--- src/ridc_pkg.sv ---
// package: register indices, field positions, reset values and mode codes for the demod config bank
package ridc_pkg;

  // register indices; the byte address on the bus is four times the index
  localparam logic [11:0] IDX_A_DEMOD = 12'h303;
  localparam logic [11:0] IDX_RX      = 12'h304;
  localparam logic [11:0] IDX_BAND    = 12'h305;
  localparam logic [11:0] IDX_B_TRUE  = 12'h306;
  localparam logic [11:0] IDX_B_COMP  = 12'h307;
  localparam logic [11:0] IDX_STATUS  = 12'h308;

  localparam int ADDR_W = 14;
  localparam int DATA_W = 8;
  localparam int NCH    = 3;

  // channel numbering: 0 = a-side complement, 1 = b-side true, 2 = b-side complement
  localparam int CH_A_COMP = 0;
  localparam int CH_B_TRUE = 1;
  localparam int CH_B_COMP = 2;

  // reset values
  localparam logic [7:0] RST_A_DEMOD = 8'h00;
  localparam logic [7:0] RST_RX      = 8'h00;
  localparam logic [7:0] RST_BAND    = 8'h01;
  localparam logic [7:0] RST_B_DEMOD = 8'h40;

  // writable-bit masks; reserved bits stay zero
  localparam logic [7:0] RX_WMASK   = 8'hFD;
  localparam logic [7:0] BAND_WMASK = 8'h01;

  // demod settings fields
  localparam int F_AUTO_POL = 7;
  localparam int F_PERSIST  = 6;
  localparam int F_SYNC_HI  = 5;
  localparam int F_SYNC_LO  = 4;
  localparam int F_EN       = 3;
  localparam int F_POL      = 2;
  localparam int F_SENS_HI  = 1;
  localparam int F_SENS_LO  = 0;

  // receiver settings fields
  localparam int F_RX_COMP_HI = 7;
  localparam int F_RX_COMP_LO = 6;
  localparam int F_RX_TRUE_HI = 5;
  localparam int F_RX_TRUE_LO = 4;
  localparam int F_RX_DIFF_HI = 3;
  localparam int F_RX_DIFF_LO = 2;
  localparam int F_RX_INMODE  = 0;
  localparam int F_BAND_SEL   = 0;

  // consecutive modulation events needed before persist output starts
  localparam int PERSIST_EVENTS = 5;

  // single-ended receiver modes
  typedef enum logic [1:0] {
    SE_AC_12   = 2'h0,
    SE_CMOS_12 = 2'h1,
    SE_CMOS_18 = 2'h2,
    SE_NO_PULL = 2'h3
  } ridc_se_mode_e;

endpackage

--- src/ridc_regs.sv ---
// module: reference input demodulator configuration bank and event sequencing
//
// Our own choice: strobed register access.
`timescale 1ns/1ns

// Overview of operation
// bit 3 enables a-complement demodulator, resets 0
// bit 2 picks narrow-first or wide-first event
// bits 1:0 sensitivity, 00 most sensitive
// bits 7:6 b-complement single-ended mode
// bits 5:4 b-true single-ended mode, reset 0
// b demod settings layout, both reset 0x40
// persist gives continuous events after five events
// sync edge field delays output by edges
// bit 7 auto polarity, else programmed polarity
// reserved bits read zero, ignore writes
module ridc_regs
  import ridc_pkg::*;
#(
  parameter int PERSIST_N = PERSIST_EVENTS
) (
  // clock, reset, enable
  input  wire logic              clk,
  input  wire logic              sys_rst,
  input  wire logic              ce,
  // register port
  input  wire logic [ADDR_W-1:0] addr,
  input  wire logic [DATA_W-1:0] wdata,
  input  wire logic              wr_stb,
  input  wire logic              rd_stb,
  output logic      [DATA_W-1:0] rdata,
  // demodulator path events, one bit per channel
  input  wire logic [NCH-1:0]    evt_det,
  input  wire logic [NCH-1:0]    evt_break,
  input  wire logic [NCH-1:0]    base_edge,
  input  wire logic [NCH-1:0]    sync_edge,
  input  wire logic [NCH-1:0]    auto_pol,
  // per-channel controls and results
  output logic      [NCH-1:0]    demod_en,
  output logic      [2*NCH-1:0]  demod_sens,
  output logic      [NCH-1:0]    pol_eff,
  output logic      [NCH-1:0]    persist_on,
  output logic      [NCH-1:0]    demod_out,
  // receiver controls
  output logic      [1:0]        se_mode_comp,
  output logic      [1:0]        se_mode_true,
  output logic      [1:0]        diff_mode,
  output logic                   in_mode_diff,
  output logic                   band_high
);

  // the counter is three bits wide, so PERSIST_N can be at most seven events
  if (PERSIST_N < 1 || PERSIST_N > 7) begin : g_chk
    $error("PERSIST_N must lie in 1..7");
  end

  localparam logic [2:0] PN = 3'(PERSIST_N);
  localparam logic [ADDR_W-1:0] A_A_DEMOD = {IDX_A_DEMOD, 2'b00};
  localparam logic [ADDR_W-1:0] A_RX      = {IDX_RX, 2'b00};
  localparam logic [ADDR_W-1:0] A_BAND    = {IDX_BAND, 2'b00};
  localparam logic [ADDR_W-1:0] A_B_TRUE  = {IDX_B_TRUE, 2'b00};
  localparam logic [ADDR_W-1:0] A_B_COMP  = {IDX_B_COMP, 2'b00};
  localparam logic [ADDR_W-1:0] A_STATUS  = {IDX_STATUS, 2'b00};

  logic [7:0]     demod_q [NCH];
  logic [7:0]     rx_q;
  logic [7:0]     band_q;
  logic [7:0]     rdata_q;
  logic [2:0]     cnt_q   [NCH];
  logic [2:0]     cnt_d   [NCH];
  logic [1:0]     left_q  [NCH];
  logic [1:0]     left_d  [NCH];
  logic [NCH-1:0] pend_q;
  logic [NCH-1:0] pend_d;
  logic [NCH-1:0] out_q;
  logic [NCH-1:0] fire_d;
  logic [NCH-1:0] pol_q;
  logic [NCH-1:0] pol_d;
  logic [NCH-1:0] start;
  logic [NCH-1:0] pers;
  logic [NCH-1:0] we_demod;

  // address decode; strobes only count while the block is clocked
  wire we      = wr_stb & ce;
  wire re      = rd_stb & ce;
  wire we_rx   = we & (addr == A_RX);
  wire we_band = we & (addr == A_BAND);
  assign we_demod[CH_A_COMP] = we & (addr == A_A_DEMOD);
  assign we_demod[CH_B_TRUE] = we & (addr == A_B_TRUE);
  assign we_demod[CH_B_COMP] = we & (addr == A_B_COMP);

  // status shows live persist and pending-delay state
  wire [7:0] status = {2'b00, pend_q, persist_on};

  // read select; unmapped addresses read zero
  wire [7:0] rd_mux =
    (addr == A_A_DEMOD) ? demod_q[CH_A_COMP] :
    (addr == A_RX)      ? rx_q :
    (addr == A_BAND)    ? band_q :
    (addr == A_B_TRUE)  ? demod_q[CH_B_TRUE] :
    (addr == A_B_COMP)  ? demod_q[CH_B_COMP] :
    (addr == A_STATUS)  ? status : 8'h00;

  // per-channel sequencing: enable, persist count, sync-edge delay, polarity
  for (genvar c = 0; c < NCH; c++) begin : g_ch
    wire [7:0] cfg = demod_q[c];
    wire       en  = cfg[F_EN];
    wire [1:0] sn  = cfg[F_SYNC_HI:F_SYNC_LO];
    assign pers[c]  = cfg[F_PERSIST] & (cnt_q[c] >= PN);
    // a base edge alone restarts output only once persist is running
    assign start[c] = en & (evt_det[c] | (pers[c] & base_edge[c]));
    assign cnt_d[c] = (!en || evt_break[c]) ? 3'h0 :
                      (evt_det[c] && cnt_q[c] < PN) ? cnt_q[c] + 3'h1 : cnt_q[c];
    // a new start (an event, or a base edge once persist is running) while waiting restarts the delay from its own edge
    // en gates the pending path too, so disabling drops a half-done delay
    assign fire_d[c] = start[c] ? (sn == 2'h0) :
                       (en & pend_q[c] & sync_edge[c] & (left_q[c] == 2'h1));
    assign pend_d[c] = !en ? 1'b0 : start[c] ? (sn != 2'h0) :
                       (pend_q[c] & sync_edge[c] & (left_q[c] == 2'h1)) ? 1'b0 : pend_q[c];
    assign left_d[c] = start[c] ? sn :
                       (pend_q[c] & sync_edge[c]) ? left_q[c] - 2'h1 : left_q[c];
    assign pol_d[c]  = cfg[F_AUTO_POL] ? auto_pol[c] : cfg[F_POL];
    assign demod_en[c] = en;
    assign demod_sens[2*c +: 2] = cfg[F_SENS_HI:F_SENS_LO];
  end

  // configuration registers
  always_ff @(posedge clk) begin
    if (sys_rst) begin
      demod_q[CH_A_COMP] <= RST_A_DEMOD;
      demod_q[CH_B_TRUE] <= RST_B_DEMOD;
      demod_q[CH_B_COMP] <= RST_B_DEMOD;
      rx_q   <= RST_RX;
      band_q <= RST_BAND;
    end else begin
      for (int i = 0; i < NCH; i++) begin
        if (we_demod[i]) begin
          demod_q[i] <= wdata;
        end
      end
      if (we_rx) begin
        rx_q <= wdata & RX_WMASK;
      end
      if (we_band) begin
        band_q <= wdata & BAND_WMASK;
      end
    end
  end

  // sequencing state and read data, all frozen while ce is low
  always_ff @(posedge clk) begin
    if (sys_rst) begin
      rdata_q <= 8'h00;
      pend_q  <= '0;
      out_q   <= '0;
      pol_q   <= '0;
      for (int i = 0; i < NCH; i++) begin
        cnt_q[i]  <= 3'h0;
        left_q[i] <= 2'h0;
      end
    end else if (ce) begin
      rdata_q <= re ? rd_mux : 8'h00;
      pend_q  <= pend_d;
      out_q   <= fire_d;
      pol_q   <= pol_d;
      for (int i = 0; i < NCH; i++) begin
        cnt_q[i]  <= cnt_d[i];
        left_q[i] <= left_d[i];
      end
    end
  end

  // outputs; receiver modes feed the analog front end directly
  assign rdata        = rdata_q;
  assign demod_out    = out_q;
  assign pol_eff      = pol_q;
  assign persist_on   = pers;
  assign se_mode_comp = rx_q[F_RX_COMP_HI:F_RX_COMP_LO];
  assign se_mode_true = rx_q[F_RX_TRUE_HI:F_RX_TRUE_LO];
  assign diff_mode    = rx_q[F_RX_DIFF_HI:F_RX_DIFF_LO];
  assign in_mode_diff = rx_q[F_RX_INMODE];
  assign band_high    = band_q[F_BAND_SEL];
endmodule

--- config.mk ---
export PLATFORM = sky130hd
export DESIGN_NAME = ridc_regs
export DESIGN_NICKNAME = d
export VERILOG_FILES = /design/src/ridc_pkg.sv /design/src/ridc_regs.sv
export SDC_FILE = /design/constraint.sdc
export NUM_CORES = 1
export LEC_CHECK = 0
export BUFFER_PORTS_ARGS = -buffer_cell sky130_fd_sc_hd__buf_4
export CORE_ASPECT_RATIO = 1.5
export CORE_UTILIZATION = 55
export DETAILED_ROUTE_END_ITERATION = 10
export PLACE_DENSITY_LB_ADDON = 0.05
export SKIP_CTS_REPAIR_TIMING = 1
export SLEW_MARGIN = 15
export SYNTH_ARGS = -nofsm -noshare
export SYNTH_HDL_FRONTEND = slang
export SYNTH_SLANG_ARGS = --single-unit
--- constraint.sdc ---
create_clock -name clk -period 6.42 [get_ports clk]
set_clock_uncertainty 0.2 [all_clocks]
set_input_delay 0.642 -clock clk [delete_from_list [all_inputs] [get_ports clk]]
set_output_delay 0.642 -clock clk [all_outputs]
set_load 0.01 [all_outputs]
* Yosys cells after proc, flatten, opt, wreduce, memory -nomap -nowiden *
Memories as Yosys holds them, arrays and structs flattened.
Index checks and enable logic that the tools add are counted.
W data, S select, Z words.

word-level totals
  flip-flop bits (word level) = 25
  output and inout bits = 34
  bits in writable memories = 39
  memories = 3
  bits of input ports = 42

memories
  name     depth  bits a word  read ports  clocked after memory_dff  write ports  line             RTL
  demod_q  3      8            3           0                         3            ridc_regs.sv:65  logic [7:0] demod_q [NCH];
  cnt_q    3      3            3           0                         3            ridc_regs.sv:69  logic [2:0] cnt_q [NCH];
  left_q   3      2            3           0                         3            ridc_regs.sv:71  logic [1:0] left_q [NCH];

cells by class
  $add $sub $neg = 6
  equality and inequality tests = 12
  mux-type cells = 57
  reduce and logical (&&, ||, !) cells = 18
  bitwise logic cells = 43
  $lt $le $gt $ge = 6

operators with widths
  cell                    count
  $eq A14 B12 Y1 const B  6
  $mux W8                 9
  $and A1 B1 Y1           31
  $mux W1                 29
  $mux W3                 9
  $mux W2                 9
  $or A1 B1 Y1            12
  $add A3 B1 Y3 const B   3
  $ge A3 B3 Y1 const B    3
  $lt A3 B3 Y1 const B    3
  $ne A3 B2 Y1 const B    3
  $eq A2 B1 Y1 const B    3
  $logic_not A2 Y1        3
  $mux W6                 1
  $reduce_and A2 Y1       3
  $reduce_bool A2 Y1      3
  $sub A2 B1 Y2 const B   3
  $logic_and A1 B1 Y1     3
  $logic_not A1 Y1        3
  $logic_or A1 B1 Y1      3

* Logic depth before layout (Yosys ltp) *
An unclocked memory read counts as a cell.

  depth in word-level cells = 10
  gate-level depth with buffers = 7

* Worst setup path before layout *
OpenSTA, ideal clock, no wires.

  path kind = input port to flip-flop
  start point = input port addr[13]
  end point = memory demod_q[1][2] (netlist: demod_q[0][10]), enable pin
  stages on the path = 3
  path slack = 3810 ps
  arrival = 2024 ps
  path buffers = 0
  library setup time = 387 ps
  cell sequence = nor4_4 -> nand4_1 -> o31ai_1

RTL lines
  element             line             RTL
  start: declaration  ridc_regs.sv:27  input wire logic [ADDR_W-1:0] addr,
  end: declaration    ridc_regs.sv:65

==> run_results.csv <==
group,metric,value,unit
routing,m1WireLength,3.33,mm
floorplanning,die_h,96.2,µm
logic_synthesis,synth_nets,369,
timing,finalSetupViolCount,0,
critical_path,endpoint_kind,"register",
routing,top_layer,"met4",
logic_synthesis,synth_compound_area_frac,0.161,
logic_synthesis,yosys.area.top_type,"edfxtp_1",
timing,slew_viol_final,0,
routing,drt_iter0_drc,201,
layout,fin_util,0.718,
floorplanning,num_rows,33,
routing,drc,0,
floorplanning,dieWidth,64.8,µm
layout,n_antenna_cell,0,
layout,drive_gt1_frac,0.269,
routing,wl_met3,548,µm
timing,finalSetupTns,0,ns
grt,grt_max_degree,22,
critical_path,r2r_cells,6,
cts,cts_buffers,9,
critical_path,crit_fanout,11,
cts,clock-sinks,64,
routing,vias,2760,
worst_hold_path,holdPathStages,2,
routing,ant_nets,0,
worst_hold_path,min_from,"rdata[3]",
cts,cts_root_buf,"clkbuf_8",
cts,clk_path_buf_depth,2,
critical_path,r2r_slack,4.19,ns
logic_synthesis,synth_top_area_frac,0.360,
layout,nets,436,
floorplanning,start_util,0.583,
worst_hold_path,hold_path_class,"reg -> reg",
cts,cts_tree,"done",
timing,period_share,0.401,
logic_synthesis,avgSynthCellArea,10.2,µm²
critical_path,arrival,2.43,ns
timing,max_slew_margin,0.279,
grt,grt_use_total,0.289,
logic_synthesis,synth_xor_area_frac,0.00808,
grt,grt_first_pass_wirelength,13.2,mm
critical_path,critical_path_required,6.28,ns
timing,timing.fmax,389,MHz
logic_synthesis,synth_mux_area_frac,0.0400,
cts,clkLatencyLatePin,0.34,ns
cts,clk_transition_reported_paths,0.07,ns
logic_synthesis,yosys.area_share.simple,0.192,
power_and_ir_drop,irDropWorstVdd,0.000151,V
layout,areaGrowthSynthToFinish,23.0,%
floorplanning,design.die.area,6230,µm²
routing,routedWlPerCell,18.1,µm
timing,timing.final.ws_setup,3.85,ns
logic_synthesis,synthAdderAreaFrac,0.0346,
grt,first_global_vias,2657,
timing,rsz0062_at_grt,"no",
worst_hold_path,hold_end,"rdata[3]",
routing,drt_wl_total,8.32,mm
grt,antenna_found_initial,0,
logic_synthesis,synthTopCellsByArea,"edfxtp_1 (36%), dfxtp_1 (15%), nand2_1 (4.2%)",
logic_synthesis,ys_types,41,
routing,met2RoutedLength,4.31,mm
timing,worst_pin_slew,1.08,ns
power_and_ir_drop,p_per_area,226,nW/µm²
logic_synthesis,synth_top_family_by_area,"simple AND/OR/NAND/NOR gates",
floorplanning,ios,76,
critical_path,timing.rr.end,"left_q[0][3]",
logic_synthesis,synth.ff_latch_count,64,
timing,period_minus_slack,2.57,ns
critical_path,startpoint_type,"input pin",
power_and_ir_drop,leakagePower,1.59,nW
status,status,"finished, final reports clean",
layout,n_fill_cell,444,
place,numPortBuffers,75,
routing,first_pass_iters,4,
place,place_hpwl,6.18,mm
routing,via_per_inst,6.00,
logic_synthesis,syn-cell-area,3250,µm²
logic_synthesis,yosysSeqAreaShare,0.514,
cts,htreeDepth,3,
flow_run,maxCapViolations,0,
place,place.gp.congestion,0.912,
logic_synthesis,syn_inst,318,
logic_synthesis,ys_warn_count,0,
grt,overflow,0,
floorplanning,core_area,5570,µm²
timing,timing.final.hold_violations,0,
place,pre_cts_slack,3.24,ns
critical_path,critPathKind,"in -> reg",
critical_path,rr_startpoint,"cnt_q[0][3]",
-- cell usage after synthesis --
master	number
a221oi_1	4
nand2_1	36
buf_2	1
nand3_4	1
and2_1	10
a21o_1	7
a22oi_1	4
a21oi_1	10
nand3_1	7
nor4_4	2
dfxtp_1	25
o22ai_1	5
buf_4	9
nor3_1	8
nor4_1	1
edfxtp_1	39
a221o_1	3
o311a_1	3
ha_1	9
nand4_1	3
nor3_2	2
clkbuf_1	10
and4bb_2	1
mux2i_1	13
nand2b_1	1
o21ai_0	27
nor4b_1	1
a2bb2oi_1	3
inv_1	14
nor2b_1	6
xnor2_1	3
a211oi_1	7
and3_2	1
nor2_1	30
o31ai_1	2
and4_2	2
a211o_1	1
nor4b_4	1
or2_2	3
o2bb2ai_1	2
a32oi_1	1
-- logic make-up (layout without fill, tap and decap cells) --
kind of cell / Yosys count / count (layout)
fa+ha+maj: 9 / 9
compound gates: 79 / 79
buf+inv: 34 / 106
xor+xnor: 3 / 3
simple gates: 116 / 116
mux: 13 / 13
flops: 64 / 64
-- cells in the final DEF (no fill, tap or decap), drive strengths merged, types with 4 or more instances in the layout --
cell type  instances
dfxtp             25
inv               15
a22oi              4
o21ai             27
a21o               7
nor2              30
ha                 9
nor2b              6
buf               76
and2              10
mux2i             13
a211oi             7
o22ai              5
clkbuf             9
a21oi             10
a221oi             4
edfxtp            39
nand3              8
nor3              10
nand2             36
-- worst max path at each step --
stage | startpoint | slack [ns] | to
detailed placement | addr[13] | 3.24 | demod_q[0][15]
finish | addr[13] | 3.85 | demod_q[0][14]
CTS | addr[13] | 3.57 | demod_q[0][14]
global placement | addr[13] | 3.36 | demod_q[0][10]
floorplan | addr[13] | 3.81 | demod_q[0][10]
global route | addr[13] | 3.71 | demod_q[0][22]
-- report_power, final --
part / switching [W] / internal [W] / leakage [nW]
combinational: 0.0000492 / 0.0000423 / 0.904
sequential: 0.0000152 / 0.000453 / 0.593
clock: 0.000164 / 0.000179 / 0.0933
total: 0.000229 / 0.000675 / 1.59
-- state kept, by name, summed over array words and instances, names as in the netlist --
| register | count |
|---|---|
| pend_q | 3 |
| rx_q | 7 |
| cnt_q | 9 |
| left_q | 6 |
| band_q | 1 |
| rdata | 8 |
| pol_eff | 3 |
| demod_q | 24 |
| demod_out | 3 |
-- worst max-delay path, stage by stage --
cell and delay (ns):
buf_4 0.12, nor4_4 0.44, and4_2 0.46, a21oi_1 0.08, nor3_2 0.52, nand2b_1 0.15
-- metal layers --
metal	GRT usage	up-vias
li1	-	1302
met1	0.350	1311
met2	0.490	133
met3	0.0592	14
met4	0.128	0
met5	0	-
-- cell type report --
type / instances / area, µm² / area share
Clock inverter: 7 / 71.3 / 0.0178
Tap cell: 70 / 87.6 / 0.0219
Clock buffer: 9 / 124 / 0.0310
Inverter: 14 / 52.6 / 0.0131
Multi-Input combinational cell: 220 / 1420 / 0.356
Sequential cell: 64 / 1670 / 0.418
Timing Repair Buffer: 76 / 571 / 0.143
-- through the flow --
stage / total power [W] / hold WS, ns / instances / instance area (µm²)
3_5_place_dp: 0.000568 / 0.245 / 444 / 3800
4_1_cts: 0.000905 / 0.262 / 460 / 4000
6_report: 0.000903 / 0.259 / 460 / 4000
2_1_floorplan: 0.000524 / 0.282 / 318 / 3250
3_3_place_gp: 0.000566 / 0.240 / 444 / 3800
5_1_grt: 0.000934 / 0.288 / 460 / 4000
Power figures use the tool's default switching activity.
